**src/uie_consts.svh**
```systemverilog
// addresses, field positions and reset values of the interrupt enable block
// assumes an apb slave decoding full 32-bit byte addresses
`ifndef UIE_CONSTS_SVH
`define UIE_CONSTS_SVH
// ==========================================
// register byte addresses
`define UIE_ADDR_IER 32'hE001_0004
`define UIE_ADDR_IIR 32'hE001_0008
`define UIE_ADDR_LSR 32'hE001_0014
`define UIE_ADDR_MSR 32'hE001_0018
`define UIE_ADDR_CTRL 32'hE001_0040
// ==========================================
// enable register bit positions
`define UIE_IER_RDA 0
`define UIE_IER_TX_HOLDING_EMPTY 1
`define UIE_IER_RLS 2
`define UIE_IER_MODEM 3
`define UIE_IER_CTS 7
`define UIE_IER_ABEO 8
`define UIE_IER_ABTO 9
// implemented enable bits, reserved ones never store
`define UIE_IER_MASK 10'h38F
`define UIE_IER_RESET 10'h000
`define UIE_DLM_RESET 8'h00
// ==========================================
// control register and status fields
`define UIE_CTRL_DLS 0
`define UIE_CTRL_AUTOCTS 1
`define UIE_LSR_TX_HOLDING_EMPTY 5
`define UIE_IIR_ABEO 8
`define UIE_IIR_ABTO 9
// ==========================================
// identification codes, bit 0 active low pending
`define UIE_ID_NONE 4'h1
`define UIE_ID_RLS 4'h6
`define UIE_ID_RDA 4'h4
`define UIE_ID_CTI 4'hC
`define UIE_ID_TX_HOLDING_EMPTY 4'h2
`define UIE_ID_MODEM 4'h0
`endif

```
**src/uie_pkg.sv**
```systemverilog
// types shared by the interrupt enable block
// assumes uie_consts.svh for all numeric values
package uie_pkg;
  // ==========================================
  // register field types
  typedef logic [9:0] uie_ier_t;
  typedef logic [3:0] uie_id_t;
  // ==========================================
  // whole state of the block in one word
  typedef struct packed {
    uie_ier_t ier;       // enable bits
    logic [7:0] dlm;     // divisor high byte
    logic [1:0] ctrl;    // latch select, auto flow control
    logic [1:0] ctsSync; // pin synchroniser
    logic ctsPrev;       // last synchronised level
    logic ctsDelta;      // sticky transition flag
    logic [3:0] lsrErr;  // sticky receive errors
    logic rlsPend;       // line status pending
    logic [31:0] rdata;  // read data for access phase
  } uie_state_s;
endpackage

```
**src/uie_gate.sv**
```systemverilog
// interrupt source enable and gating of an asynchronous serial port
// assumes pending flags come from logic on ref_clk; the
// clear-to-send pin is asynchronous and is synchronised here
`include "uie_consts.svh"

module uie_gate (
  input wire logic ref_clk,
  input wire logic rst_n,
  // apb slave
  input wire logic [31:0] paddr,
  input wire logic psel,
  input wire logic penable,
  input wire logic pwrite,
  input wire logic [31:0] pwdata,
  output logic [31:0] prdata,
  output logic pready,
  output logic pslverr,
  // per-source pending flags
  input wire logic rxDataAvail,
  input wire logic rxCharTimeout,
  input wire logic txHoldingEmpty,
  input wire logic [3:0] lineErrSet,
  input wire logic [2:0] modemDelta,
  input wire logic clearToSendInput,
  input wire logic autobaudDone,
  input wire logic autobaudTimeout,
  // results
  output logic irq,
  output logic [3:0] irqIdent,
  output logic [7:0] divisorHigh,
  output logic divisorLatchSelect,
  output logic autoCtsEnable
);

  // ==========================================
  // state
  uie_pkg::uie_state_s q_q; // registered state
  uie_pkg::uie_state_s q_d; // next state

  // bus phase decode
  logic setupPh;   // first cycle of a transfer
  logic accessPh;  // cycle in which the transfer completes
  logic hitIer;    // address of the shared enable word
  logic hitIir;    // identification word
  logic hitLsr;    // line status word
  logic hitMsr;    // modem status word
  logic hitCtrl;   // control word
  logic mapped;    // any known address

  // gated source terms
  logic ctsEdge;     // synchronised clear-to-send change
  logic ctsIrq;      // cts change allowed to interrupt
  logic modemPend;   // modem source pending
  logic enRls;       // line status enabled and pending
  logic enRda;       // data available enabled and pending
  logic enCti;       // time-out enabled and pending
  logic enThre;      // holding empty enabled and pending
  logic enModem;     // modem enabled and pending
  logic enAbeo;      // end of auto-baud enabled
  logic enAbto;      // auto-baud time-out enabled
  logic [3:0] ident; // encoded highest source
  logic [7:0] lsrVal;// line status word
  logic [3:0] msrVal;// modem change bits

  // ==========================================
  // address decode
  // full address compare, so aliases of the window answer as errors
  always_comb
  begin
    setupPh = psel & ~penable;
    accessPh = psel & penable;
    hitIer = (paddr == `UIE_ADDR_IER);
    hitIir = (paddr == `UIE_ADDR_IIR);
    hitLsr = (paddr == `UIE_ADDR_LSR);
    hitMsr = (paddr == `UIE_ADDR_MSR);
    hitCtrl = (paddr == `UIE_ADDR_CTRL);
    mapped = hitIer | hitIir | hitLsr | hitMsr | hitCtrl;
  end

  // ==========================================
  // source gating
  // the raw conditions other than time-out and auto-baud stay visible in the status words below,
  // only the request and the identification are gated
  always_comb
  begin
    // edge seen only after both synchroniser stages
    ctsEdge = q_q.ctsSync[1] ^ q_q.ctsPrev;
    if (q_q.ctrl[`UIE_CTRL_AUTOCTS])
    begin
      ctsIrq = q_q.ctsDelta & q_q.ier[`UIE_IER_CTS];
    end
    // otherwise bit 7 plays no part
    else
    begin
      ctsIrq = q_q.ctsDelta;
    end
    modemPend = ctsIrq | (|modemDelta);
    enModem = modemPend & q_q.ier[`UIE_IER_MODEM];
    // one bit for both receive sources
    enRda = rxDataAvail & q_q.ier[`UIE_IER_RDA];
    enCti = rxCharTimeout & q_q.ier[`UIE_IER_RDA];
    enThre = txHoldingEmpty & q_q.ier[`UIE_IER_TX_HOLDING_EMPTY];
    enRls = q_q.rlsPend & q_q.ier[`UIE_IER_RLS];
    // end of auto-baud behind bit 8
    enAbeo = autobaudDone & q_q.ier[`UIE_IER_ABEO];
    enAbto = autobaudTimeout & q_q.ier[`UIE_IER_ABTO];
  end

  // ==========================================
  // priority encoder
  // receive data wins over time-out when both share the level
  always_comb
  begin
    if (enRls)
    begin
      ident = `UIE_ID_RLS;
    end
    else if (enRda)
    begin
      ident = `UIE_ID_RDA;
    end
    else if (enCti)
    begin
      ident = `UIE_ID_CTI;
    end
    else if (enThre)
    begin
      ident = `UIE_ID_TX_HOLDING_EMPTY;
    end
    else if (enModem)
    begin
      ident = `UIE_ID_MODEM;
    end
    // no source with an identification code pending
    else
    begin
      ident = `UIE_ID_NONE;
    end
  end

  // ==========================================
  // status words
  always_comb
  begin
    lsrVal = 8'h00;
    lsrVal[0] = rxDataAvail;
    lsrVal[4:1] = q_q.lsrErr;
    lsrVal[`UIE_LSR_TX_HOLDING_EMPTY] = txHoldingEmpty;
    // cts change in bit 0, others above
    msrVal = {modemDelta, q_q.ctsDelta};
  end

  // ==========================================
  // next state
  always_comb
  begin
    q_d = q_q;
    // two stages before anything reads the pin
    q_d.ctsSync = {q_q.ctsSync[0], clearToSendInput};
    q_d.ctsPrev = q_q.ctsSync[1];

    // read data is prepared in setup, held through access
    if (setupPh & ~pwrite)
    begin
      q_d.rdata = 32'h0000_0000;
      if (hitIer)
      begin
        // latch select picks the divisor byte
        if (q_q.ctrl[`UIE_CTRL_DLS])
        begin
          q_d.rdata[7:0] = q_q.dlm;
        end
        // enable word when latch select clear
        else
        begin
          q_d.rdata[9:0] = q_q.ier;
        end
      end
      else if (hitIir)
      begin
        q_d.rdata[3:0] = ident;
        q_d.rdata[`UIE_IIR_ABEO] = enAbeo;
        q_d.rdata[`UIE_IIR_ABTO] = enAbto;
      end
      else if (hitLsr)
      begin
        q_d.rdata[7:0] = lsrVal;
      end
      else if (hitMsr)
      begin
        q_d.rdata[3:0] = msrVal;
      end
      else if (hitCtrl)
      begin
        q_d.rdata[1:0] = q_q.ctrl;
      end
    end

    // writes take effect at the completing edge only
    if (accessPh & pwrite)
    begin
      if (hitIer)
      begin
        // divisor high byte while latch select set
        if (q_q.ctrl[`UIE_CTRL_DLS])
        begin
          q_d.dlm = pwdata[7:0];
        end
        else
        begin
          q_d.ier = pwdata[9:0] & `UIE_IER_MASK;
        end
      end
      else if (hitCtrl)
      begin
        q_d.ctrl = pwdata[1:0];
      end
    end

    // read side effects, clear first so a set below wins
    if (accessPh & ~pwrite)
    begin
      if (hitLsr)
      begin
        q_d.rlsPend = 1'b0;
        q_d.lsrErr = 4'h0;
      end
      // modem status read consumes the cts change
      if (hitMsr)
      begin
        q_d.ctsDelta = 1'b0;
      end
    end

    // event sets, winning over a clear in the same cycle
    if (|lineErrSet)
    begin
      q_d.lsrErr = q_d.lsrErr | lineErrSet;
      q_d.rlsPend = 1'b1;
    end
    if (ctsEdge)
    begin
      q_d.ctsDelta = 1'b1;
    end
  end

  // ==========================================
  // state register
  // every enable bit clears on reset
  always_ff @(posedge ref_clk)
  begin
    if (!rst_n)
    begin
      q_q <= '0;
      q_q.ier <= `UIE_IER_RESET;
      q_q.dlm <= `UIE_DLM_RESET;
    end
    else
    begin
      q_q <= q_d;
    end
  end

  // ==========================================
  // outputs
  // the request is a level straight from the gated terms so it
  // drops in the cycle the enable or flag goes away
  always_comb
  begin
    prdata = q_q.rdata;
    // zero wait states, errors only for unknown addresses
    pready = accessPh;
    pslverr = accessPh & ~mapped;
    irq = enRls | enRda | enCti | enThre | enModem | enAbeo | enAbto;
    irqIdent = ident;
    divisorHigh = q_q.dlm;
    divisorLatchSelect = q_q.ctrl[`UIE_CTRL_DLS];
    autoCtsEnable = q_q.ctrl[`UIE_CTRL_AUTOCTS];
  end

endmodule

```
**config.mk**
```make
export PLATFORM = sky130hd
export DESIGN_NAME = uie_gate
export DESIGN_NICKNAME = d
export VERILOG_FILES = /design/src/uie_pkg.sv /design/src/uie_gate.sv
export VERILOG_INCLUDE_DIRS = /design/src /design/src/src
export SDC_FILE = /design/constraint.sdc
export NUM_CORES = 1
export LEC_CHECK = 0
export BUFFER_PORTS_ARGS = -buffer_cell sky130_fd_sc_hd__buf_2
export CAP_MARGIN = 20
export CORE_MARGIN = 2
export CORE_UTILIZATION = 40
export DETAILED_ROUTE_END_ITERATION = 8
export PLACE_DENSITY = 0.82
export SYNTH_ARGS = -nofsm -noshare
export SYNTH_HDL_FRONTEND = slang
export SYNTH_SLANG_ARGS = --single-unit
```
**constraint.sdc**
```tcl
create_clock -name ref_clk -period 3.9 [get_ports ref_clk]
set_input_delay 0.195 -clock ref_clk [delete_from_list [all_inputs] [get_ports ref_clk]]
set_output_delay 0.195 -clock ref_clk [all_outputs]
set_load 0.005 [all_outputs]
```
=== Yosys cells after proc, flatten, opt, wreduce, memory -nomap -nowiden ===
Cells that the tools add are included.

* Bits in registers: 36
* Input bits: 82
* Output and inout port bits: 49
* Logic and storage cells: 79

* Eq/ne operators: 5
* Mux-type cells: 22
* Bitwise logic cells: 32
* Reductions and logical operators: 11

{| class="wikitable"
|+ Operators with widths
! kind !! count
|-
| $eq A32 B32 Y1 const B || 5
|-
| $mux W4 || 6
|-
| $and A1 B1 Y1 || 14
|-
| $mux W2 || 7
|-
| $or A1 B1 Y1 || 11
|-
| $mux W10 || 1
|-
| $mux W5 || 2
|-
| $reduce_and A3 Y1 || 3
|-
| $mux W8 || 1
|-
| $reduce_bool A2 Y1 || 4
|-
| $mux W6 || 1
|-
| $not A1 Y1 || 5
|-
| $mux W1 || 4
|-
| $or A4 B4 Y4 || 1
|-
| $reduce_and A2 Y1 || 2
|-
| $reduce_or A4 Y1 || 1
|-
| $reduce_or A3 Y1 || 1
|-
| $xor A1 B1 Y1 || 1
|}

=== Depth between registers and ports, before layout ===
Gate-level depths: netlist of the first run.

* Depth in word-level cells: 11
* Gate-level depth with buffers: 6
* Depth with buffers taken out: 5

=== Worst setup path before layout of the first run ===
Ideal clock, no wire load.

* Path type: input to register
* Start point: in paddr[9]
* End point: reg q_q (netlist bit prdata[0])
* Setup time: 0.075 ns
* Arrival: 1.542 ns
* Required time: 3.825 ns
* Path slack: 2.283 ns
* Stages on the path: 5
* Buffers on the path: 0
* Cells stage by stage: nor4b_2 nand4_2 or2_1 or4_1 o22ai_1

* Cells in the longest elaborated chain, start to end: 6
* Elaborated cells between the ends (all ways): 10
* Classes of those cells: 5 x eq/ne; 5 x mux

{| class="wikitable"
|+ RTL lines
! what !! RTL line !! text
|-
| from (decl) || uie_gate.sv:10 || <nowiki>input wire logic [31:0] paddr,</nowiki>
|-
| $eq A32 B32 Y1 (no source line) || - ||
|-
| $mux W2 || uie_gate.sv:193 || <nowiki>else if (hitCtrl)</nowiki>
|-
| $mux W2 || uie_gate.sv:189 || <nowiki>else if (hitMsr)</nowiki>
|-
| $mux W4 || uie_gate.sv:185 || <nowiki>else if (hitLsr)</nowiki>
|-
| $mux W4 || uie_gate.sv:179 || <nowiki>else if (hitIir)</nowiki>
|-
| $mux W10 (*) || uie_gate.sv:166 || <nowiki>if (hitIer)</nowiki>
|-
| to (signal assigned) || uie_gate.sv:260 || <nowiki>q_q <= q_d;</nowiki>
|-
| to (decl) || uie_gate.sv:37 || <nowiki>uie_pkg::uie_state_s q_q;</nowiki>
|}

Every way passes the cells marked *; elsewhere a longest branch is shown, timed or not.
A chain may end at the register's enable or synchronous reset.

=== Worst setup path in the final report of the first run ===
* Start point: reg q_q[58] (netlist name)
* End point: out irq

* Cells in the longest elaborated chain, start to end: 7

{| class="wikitable"
|+ RTL lines
! what !! RTL line !! text
|-
| $and A1 B1 Y1 || uie_gate.sv:90 || <nowiki>ctsIrq = q_q.ctsDelta & q_q.ier[`UIE_IER_CTS];</nowiki>
|-
| $mux W1 || uie_gate.sv:88 || <nowiki>if (q_q.ctrl[`UIE_CTRL_AUTOCTS])</nowiki>
|-
| $or A1 B1 Y1 || uie_gate.sv:97 || <nowiki>modemPend = ctsIrq | (|modemDelta);</nowiki>
|-
| $and A1 B1 Y1 || uie_gate.sv:98 || <nowiki>enModem = modemPend & q_q.ier[`UIE_IER_MODEM];</nowiki>
|-
| $or A1 B1 Y1 (3 in series) || uie_gate.sv:274 || <nowiki>irq = enRls | enRda | enCti | enThre | enModem | enAbeo | enAbto;</nowiki>
|-
| to (decl) || uie_gate.sv:28 || <nowiki>output logic irq,</nowiki>
|}

Every way passes these cells.

==> impl_metrics.yaml, run 1 <==
synthesis:
  ys_seq_elements: 36
  syn_inst: 277
  synth_top_area_share_pct: 32.5
  seq_area_frac_synth_pct: 32.5
  yosysWarnings: 0
  synth_area_um2: 2220
  async_reset_ff_share_pct: 0
  synth_edf_count: 0
  synth_top_cell_by_area: "dfxtp_1"
  avgSynthCellArea_um2: 8.01
  synth_top_flop_cell: "dfxtp_1"
  synth_area_leaders: "dfxtp_1 32%, buf_4 14%, o21ai_0 6.8%, nand2_1 5.6%, nand3_1 5.4%"
  synth_cell_types: 48
  synthMostInstantiatedCell: "buf_4"
  synthTopCellsByCount: "40 x buf_4, 36 x dfxtp_1, 33 x nand2_1, 30 x o21ai_0, 24 x nand3_1"
power_and_ir_drop:
  pwr-share-clk_pct: 36.1
  p_seq_share_pct: 52.2
  powerDensity_nw_per_um2: 282
  p_sw_mw: 0.187
  leakage_nw: 1.09
  max-vdd-ir-drop_mv: 0.111
  switching_share_pct: 25.8
  power_mw: 0.724
  combPwrFrac_pct: 11.7
  p_int_mw: 0.537
timing:
  finClkSkew_ps: 7.59
  finalSetupViolCount: 0
  slew_headroom_pct: 43.8
  drv_slew: 0
  max_clock_freq_mhz: 451
  hold_viol: 0
  min_period_ps: 2220
  worst_slack_ps: 1680
  rsz0062_at_grt: "no"
  worst_hold_slack_ps: 118
  tightest_slew_ps: 841
  finalSetupTns_ps: 0
  fin_crit_sh_pct: 56.9
place:
  dp_slack_ps: 1570
  placed_cells: 405
  numPortBuffers: 86
  place.detailed.hpwl_um: 4530
  gp_congestion: 0.910
  placedInstanceArea_um2: 2480
clock_tree:
  holdBufCountCts: 0
  cts_resized: 0
  cts_root_buf: "clkbuf_8"
  ctsLongestPathBuffers: 2
  postCtsSetupRepairBufs: 0
  cts_tree: "built"
  cts_made_buffers: 5
  path_clk_slew_ps: 70
  htreeDepth: 2
  clk_latency_ps: 290
  clock_sinks: 36
routing:
  num_vias: 2134
  viasPerCell: 5.15
  routed_wl_um: 5760
  drt_pass1_iterations: 4
  wl_per_cell_um: 13.9
  final_antenna_net_count: 0
  drt_first_iter_violations: 197
  drc: 0
finish:
  finalNetCount: 423
  drive_above_1_share_pct: 30.7
  area_growth_pct: 15.8
  multi_input_area_um2: 1220
  regArea_um2: 721
  fin_util_pct: 47.3
  antenna_cells: 0
  finalNonFillerCells: 414
  fillers: 576
  final_area_um2: 2570
setup_path:
  cp_slowest_cell: "a221oi_1"
  critPathKind: "reg2out"
  cp.required_ps: 3700
  startpoint_type: "register"
  crit_fanout: 3
  crit_path_end_kind: "output port"
  cp_slowest_stage_delay_ps: 560
  cp.arrival_ps: 2020
  path_cells: "nand2b_1 > a2111o_1 > a221oi_1 > nand2_1 > buf_2"
global_routing:
  grt-ovfl-total: 0
  grt_max_degree: 51
  grt_antenna_before_repair: 0
  grt_pass1_wl_um: 9290
  grt_pass1_vias: 1960
  track_usage_pct: 19.1
die:
  start_util_pct: 40.8
  ioPinCount: 131
  core_area_um2: 5440
  dieArea_um2: 6160
  die_h_um: 78.5
  rows: 27
  die_w_um: 78.5
job:
  maxCapViolations: 0
outcome:
  status: "finished clean"
min_path:
  hold_path_class: "in2reg"
==> final cells by class <==
type	count	area share (%)
multi-input combinational	208	47.5
clock buffer	7	2.97
clock inverter	1	0.341
inverter	2	0.292
sequential	36	28.0
tap	72	3.51
timing repair buffer	88	17.3
==> power groups by stage <==
stage | clock (mW) | combinational, mW | sequential [mW]
after floorplan | 0 | 0.0519 | 0.385
after global placement | 0 | 0.0817 | 0.386
after detailed placement | 0 | 0.0837 | 0.386
after CTS | 0.268 | 0.0841 | 0.378
after global routing | 0.287 | 0.0935 | 0.378
final | 0.261 | 0.0846 | 0.378
==> state kept, by name (all words and copies together) (netlist names) <==
signal              flops
msrVal                  1
autoCtsEnable           1
prdata                 10
lsrVal                  4
divisorLatchSelect      1
divisorHigh             8
q_q                     9
q_d                     2
==> routing by layer <==
| metal | wire length (um) | share of wire (%) | track usage, % | vias up |
|---|---|---|---|---|
| met3 | 392 | 6.8 | 4.37 | 12 |
| met1 | 2520 | 44 | 23.5 | 952 |
| met5 | 0 | 0 | 0 | - |
| met2 | 2750 | 48 | 32.1 | 106 |
| met4 | 103 | 1.8 | 7.72 | 0 |
| li1 | - | - | - | 1064 |
==> worst paths after layout <==
| check | from | end | slack (ps) | depth (start not counted) |
|---|---|---|---|---|
| max reg2reg | q_q[58] | prdata[0] | 2050 | 5 |
| max | q_q[58] | irq | 1680 | 5 |
| min | pwdata[4] | divisorHigh[4] | 120 | 3 |
| min reg2reg | q_d[40] | q_d[38] | 450 | 1 |
==> critical path: cells and delay by family (launching register included) <==
kind                   cells  cell delay [ps]
buffers and inverters      1              150
AO/OA/AOI/OAI              2              980
flip-flops                 1              340
AND/OR/NAND/NOR            2              260
==> placed cells by master (no fill, tap or decap), drive strengths merged, types with 2 or more instances in the layout <==
cell type and instances:
nor3b 2, nor3 3, nor4 8, nor4b 6, dfxtp 36, o21ai 30
a21oi 15, nand3 24, a31oi 3, nand2b 2, mux2i 6, conb 22
or4 2, clkbuf 8, a22o 2, nor2b 3, and3b 2, nor2 12
a22oi 5, o22ai 2, inv 2, nand4 3, and2 3, buf 87
nand2 33, and3 4
==> cells by family after synthesis <==
logic type             Yosys count  synth area share [%]
AND/OR/NAND/NOR                113                  30.3
AO/OA/AOI/OAI                   65                  17.4
buffers and inverters           54                  16.1
flip-flops                      36                  32.5
multiplexers                     7                  3.21
XOR/XNOR                         1                 0.395
other                            1                 0.169
(Power assumes the default switching activity.)
==> inputs of run 2 (changes only) <==
- clock period: 3.9 -> 2.21 ns (I/O delays scaled with it)
==> impl_metrics.yaml, run 2 (synthesis results as in run 1) <==
finish:
  finalNetCount: 429
  finalNonFillerCells: 420
  layout_common_cells: "86 x buf_2, 36 x dfxtp_1, 33 x nand2_1, 30 x o21ai_0, 24 x nand3_1"
  area_growth_pct: 18.2
  antenna_cells: 0
  fin_util_pct: 48.2
  final_common_cell: "buf_2"
  drive_above_1_share_pct: 32.2
  largest_register_ffs: 10
  fillers: 583
setup_path:
  crit_fanout: 4
  cp_slowest_stage_delay_ps: 500
  critPathKind: "reg2out"
  r2r_cells: 5
  cp.required_ps: 2100
  path_cells: "nand2b_1 > a2111o_1 > a221oi_1 > nand2_1 > buf_2"
  regToRegSetupSlack_ps: 430
  cp.arrival_ps: 1990
  startpoint_type: "register"
  cp_slowest_cell: "a221oi_1"
  crit_path_end_kind: "output port"
clock_tree:
  clock_sinks: 36
  ctsLongestPathBuffers: 2
  cts_resized: 0
  path_clk_slew_ps: 70
  postCtsSetupRepairBufs: 0
  cts_made_buffers: 5
  holdBufCountCts: 0
  clk_latency_ps: 290
  cts_tree: "built"
  htreeDepth: 2
  cts_root_buf: "clkbuf_8"
global_routing:
  grt-ovfl-total: 0
  grt_pass1_wl_um: 9250
  grt_max_degree: 50
  grt_pass1_vias: 1997
  track_usage_pct: 19.0
  grt_antenna_before_repair: 0
timing:
  tightest_slew_ps: 552
  rsz0062_at_grt: "no"
  fin_crit_sh_pct: 94.9
  hold_viol: 0
  worst_hold_slack_ps: 31.5
  drv_slew: 0
  max_clock_freq_mhz: 477
  min_period_ps: 2100
  finalSetupViolCount: 0
  finClkSkew_ps: 5.75
  finalSetupTns_ps: 0
  slew_headroom_pct: 62.9
place:
  placed_cells: 412
  place.detailed.hpwl_um: 4650
  numPortBuffers: 86
  gp_congestion: 0.902
die:
  die_h_um: 78.5
  die_w_um: 78.5
  dieArea_um2: 6160
  core_area_um2: 5440
  start_util_pct: 40.8
  ioPinCount: 131
  rows: 27
routing:
  drt_first_iter_violations: 200
  routed_wl_um: 5990
  num_vias: 2241
  drt_pass1_iterations: 5
  viasPerCell: 5.34
  drc: 0
  final_antenna_net_count: 0
  wl_per_cell_um: 14.3
power_and_ir_drop:
  max-vdd-ir-drop_mv: 0.260
  p_seq_share_pct: 50.7
  switching_share_pct: 25.6
  leakage_nw: 1.13
  pwr-share-clk_pct: 37.6
  combPwrFrac_pct: 11.7
  powerDensity_nw_per_um2: 501
  p_int_mw: 0.979
  p_sw_mw: 0.336
job:
  maxCapViolations: 0
min_path:
  whs_path_depth: 3
  hold_path_class: "in2reg"
outcome:
  status: "finished clean"
-- run 2: changes by cell type in the layout (fill, tap and decap cells not counted) --
| cell | previous run | this run |
|---|---|---|
| buf_4 | 1 | 8 |
| clkbuf_1 | 2 | 1 |
| clkbuf_4 | 1 | 0 |
| clkbuf_8 | 5 | 6 |
| clkinv_4 | 1 | 0 |
| clkinvlp_4 | 0 | 1 |
-- run 2: worst paths after layout --
path	start	endpoint
worst max-delay path	autoCtsEnable	irq
worst min-delay path	pwdata[6]	divisorHigh[6]
worst max register to register	autoCtsEnable	prdata[0]
worst min register to register	q_d[40]	q_d[38]
-- run 2: final cells by class --
class                   count  area (um2)  area share (%)
flip-flops and latches     36         721            27.5
multi-input cells         208        1220            46.5
repair buffers             94         490            18.7
well taps                  72        90.1            3.43
clock inverters             1        7.51           0.286
clock buffers               7        86.3            3.29
inverters                   2        7.51           0.286
-- run 2: power groups by stage --
| stage | Sequential, mW | Combinational, mW | Clock, mW |
|---|---|---|---|
| after floorplan | 0.679 | 0.0916 | 0 |
| after global placement | 0.681 | 0.147 | 0 |
| after detailed placement | 0.681 | 0.151 | 0 |
| after global routing | 0.667 | 0.168 | 0.533 |
| final | 0.667 | 0.154 | 0.494 |
| after CTS | 0.666 | 0.152 | 0.502 |
-- run 2: metal layers --
layer / part of all wire [%] / global-route usage, % / routed length, um
met4: 2.7 / 8.95 / 163
met2: 47 / 32.1 / 2800
met3: 8.6 / 4.94 / 513
met1: 42 / 22.5 / 2520
met5: 0 / 0 / 0
-- run 2: stage by stage --
stage	total power [mW]	cell area, um2	setup slack (ps)
detailed placement	0.833	2530	399
finish	1.32	2620	114
global placement	0.828	2530	437
CTS	1.32	2620	185
floorplan	0.771	2300	677
global route	1.37	2620	43.7
-- run 2: critical path, delay by kind of cell, from the launching register on --
| family | cells | cell delay (ps) |
|---|---|---|
| DFF | 1 | 400 |
| buffers and inverters | 1 | 150 |
| and+or+nand+nor | 2 | 200 |
| AOI/OAI and AO/OA | 2 | 940 |
==> inputs of run 3 (changes only) <==
- ABC_AREA: default -> 1
- PLACE_DENSITY: 0.82 -> 0.79
==> impl_metrics.yaml, run 3 <==
finish:
  drive_above_1_share_pct: 25.1
  largest_register_ffs: 10
  layout_common_cells: "87 x nor2_1, 86 x buf_2, 80 x nand2_1, 49 x inv_1, 36 x dfxtp_1"
  finalNetCount: 551
  antenna_cells: 0
  final_common_cell: "nor2_1"
  area_growth_pct: 15.3
  finalNonFillerCells: 545
power_and_ir_drop:
  pwr-share-clk_pct: 35.6
  p_seq_share_pct: 51.0
  p_sw_mw: 0.358
  powerDensity_nw_per_um2: 457
  max-vdd-ir-drop_mv: 0.370
  p_int_mw: 0.967
  leakage_nw: 1.52
  switching_share_pct: 27.0
  combPwrFrac_pct: 13.4
global_routing:
  track_usage_pct: 18.9
  grt_max_degree: 25
  grt-ovfl-total: 0
  grt_pass1_wl_um: 10700
  grt_antenna_before_repair: 0
  grt_pass1_vias: 2382
setup_path:
  cp.required_ps: 2100
  startpoint_type: "register"
  regToRegSetupSlack_ps: 670
  crit_fanout: 5
  critPathKind: "reg2out"
  cp.arrival_ps: 1560
  crit_start: "q_q[51]"
  r2r-start: "divisorLatchSelect"
  crit_path_end_kind: "output port"
synthesis:
  async_reset_ff_share_pct: 0
  synth_area_um2: 2510
  synth_top_area_share_pct: 28.7
  synthTopCellsByCount: "87 x nor2_1, 80 x nand2_1, 49 x inv_1, 40 x buf_4, 36 x dfxtp_1"
  synth_area_leaders: "dfxtp_1 29%, nor2_1 13%, buf_4 12%, nand2_1 12%, inv_1 7.3%"
  synthMostInstantiatedCell: "nor2_1"
  synth_cell_types: 29
  ys_seq_elements: 36
  synth_top_cell_by_area: "dfxtp_1"
  avgSynthCellArea_um2: 6.32
  syn_inst: 398
  synth_edf_count: 0
  seq_area_frac_synth_pct: 28.7
  yosysWarnings: 0
  synth_top_flop_cell: "dfxtp_1"
timing:
  min_period_ps: 1670
  max_clock_freq_mhz: 600
  finalSetupViolCount: 0
  slew_headroom_pct: 62.6
  finClkSkew_ps: 8.61
  hold_viol: 0
  finalSetupTns_ps: 0
  fin_crit_sh_pct: 75.4
  drv_slew: 0
  tightest_slew_ps: 561
  rsz0062_at_grt: "no"
routing:
  drc: 0
  final_antenna_net_count: 0
  wl_per_cell_um: 11.6
  viasPerCell: 4.72
  drt_pass1_iterations: 4
  routed_wl_um: 6340
  num_vias: 2573
  drt_first_iter_violations: 143
clock_tree:
  clk_latency_ps: 300
  ctsLongestPathBuffers: 2
  postCtsSetupRepairBufs: 0
  clock_sinks: 36
  cts_tree: "built"
  cts_made_buffers: 5
  htreeDepth: 2
  cts_root_buf: "clkbuf_8"
  path_clk_slew_ps: 70
place:
  placed_cells: 536
  numPortBuffers: 86
  gp_congestion: 0.895
  place.detailed.hpwl_um: 5070
outcome:
  status: "finished clean"
die:
  core_area_um2: 5990
  die_w_um: 83.3
  ioPinCount: 131
  rows: 28
  die_h_um: 83.3
  start_util_pct: 42.0
  dieArea_um2: 6930
job:
  maxCapViolations: 0
min_path:
  min_from: "pwdata[6]"
  hold_path_class: "in2reg"
-- run 3: area by class of cell --
type                       count  area [um2]
inverter                      51         191
tap                           75        93.8
fill                         637        3090
multi-input combinational    285        1350
timing repair buffer          90         463
clock buffer                   7        76.3
sequential                    36         721
clock inverter                 1        8.76
-- run 3: power by group through the flow --
stage	logic [mW]	registers (mW)	clock network, mW
floorplan	0.122	0.688	0
global placement	0.172	0.690	0
detailed placement	0.177	0.691	0
CTS	0.179	0.675	0.481
global route	0.205	0.678	0.507
finish	0.178	0.675	0.471
-- run 3: metrics by stage --
| stage | cell area, um2 | hold WS [ps] | utilization (%) | setup WS, ps | power, mW |
|---|---|---|---|---|---|
| finish | 2900 | 45.0 | 48.4 | 543 | 1.33 |
| global route | 2900 | 34.5 | 48.4 | 426 | 1.39 |
| CTS | 2900 | 36.0 | 48.4 | 559 | 1.33 |
| detailed placement | 2800 | 300 | 46.8 | 535 | 0.867 |
| global placement | 2800 | 292 | 46.8 | 575 | 0.862 |
| floorplan | 2590 | 208 | - | 903 | 0.811 |
-- run 3: layer usage --
metal	track usage [%]	share of wire (%)	up-vias
met4	6.71	1.7	0
met1	23.3	45	1122
met3	4.17	6.7	11
li1	-	-	1338
met2	32.1	47	102
met5	0	0	-
-- run 3: cells by family after synthesis --
logic type | count (synthesis) | share of synthesized area [%]
AO/OA/AOI/OAI | 51 | 12.7
XOR/XNOR | 1 | 0.348
buffers and inverters | 98 | 21.0
flip-flops | 36 | 28.7
other | 1 | 0.149
AND/OR/NAND/NOR | 211 | 37.2
-- run 3: final timing paths --
check / cells past startpoint / end
setup / recovery: 6 / irq
setup reg to reg: 4 / q_q[60]
hold / removal: 3 / divisorHigh[6]
hold reg to reg: 2 / q_d[38]
-- run 3: critical path, stage by stage (launching register included) --
cell and delay (ps):
dfxtp_1 350, nand2_1 90, nand3_1 160, nor2_1 150
nand2_1 110, a221o_1 270, buf_2 130
-- run 3: repair_timing --
item,4_1_cts,5_1_grt
hold buffers,1,0
gates resized for setup,0,0
endpoints found under the hold margin,1,0
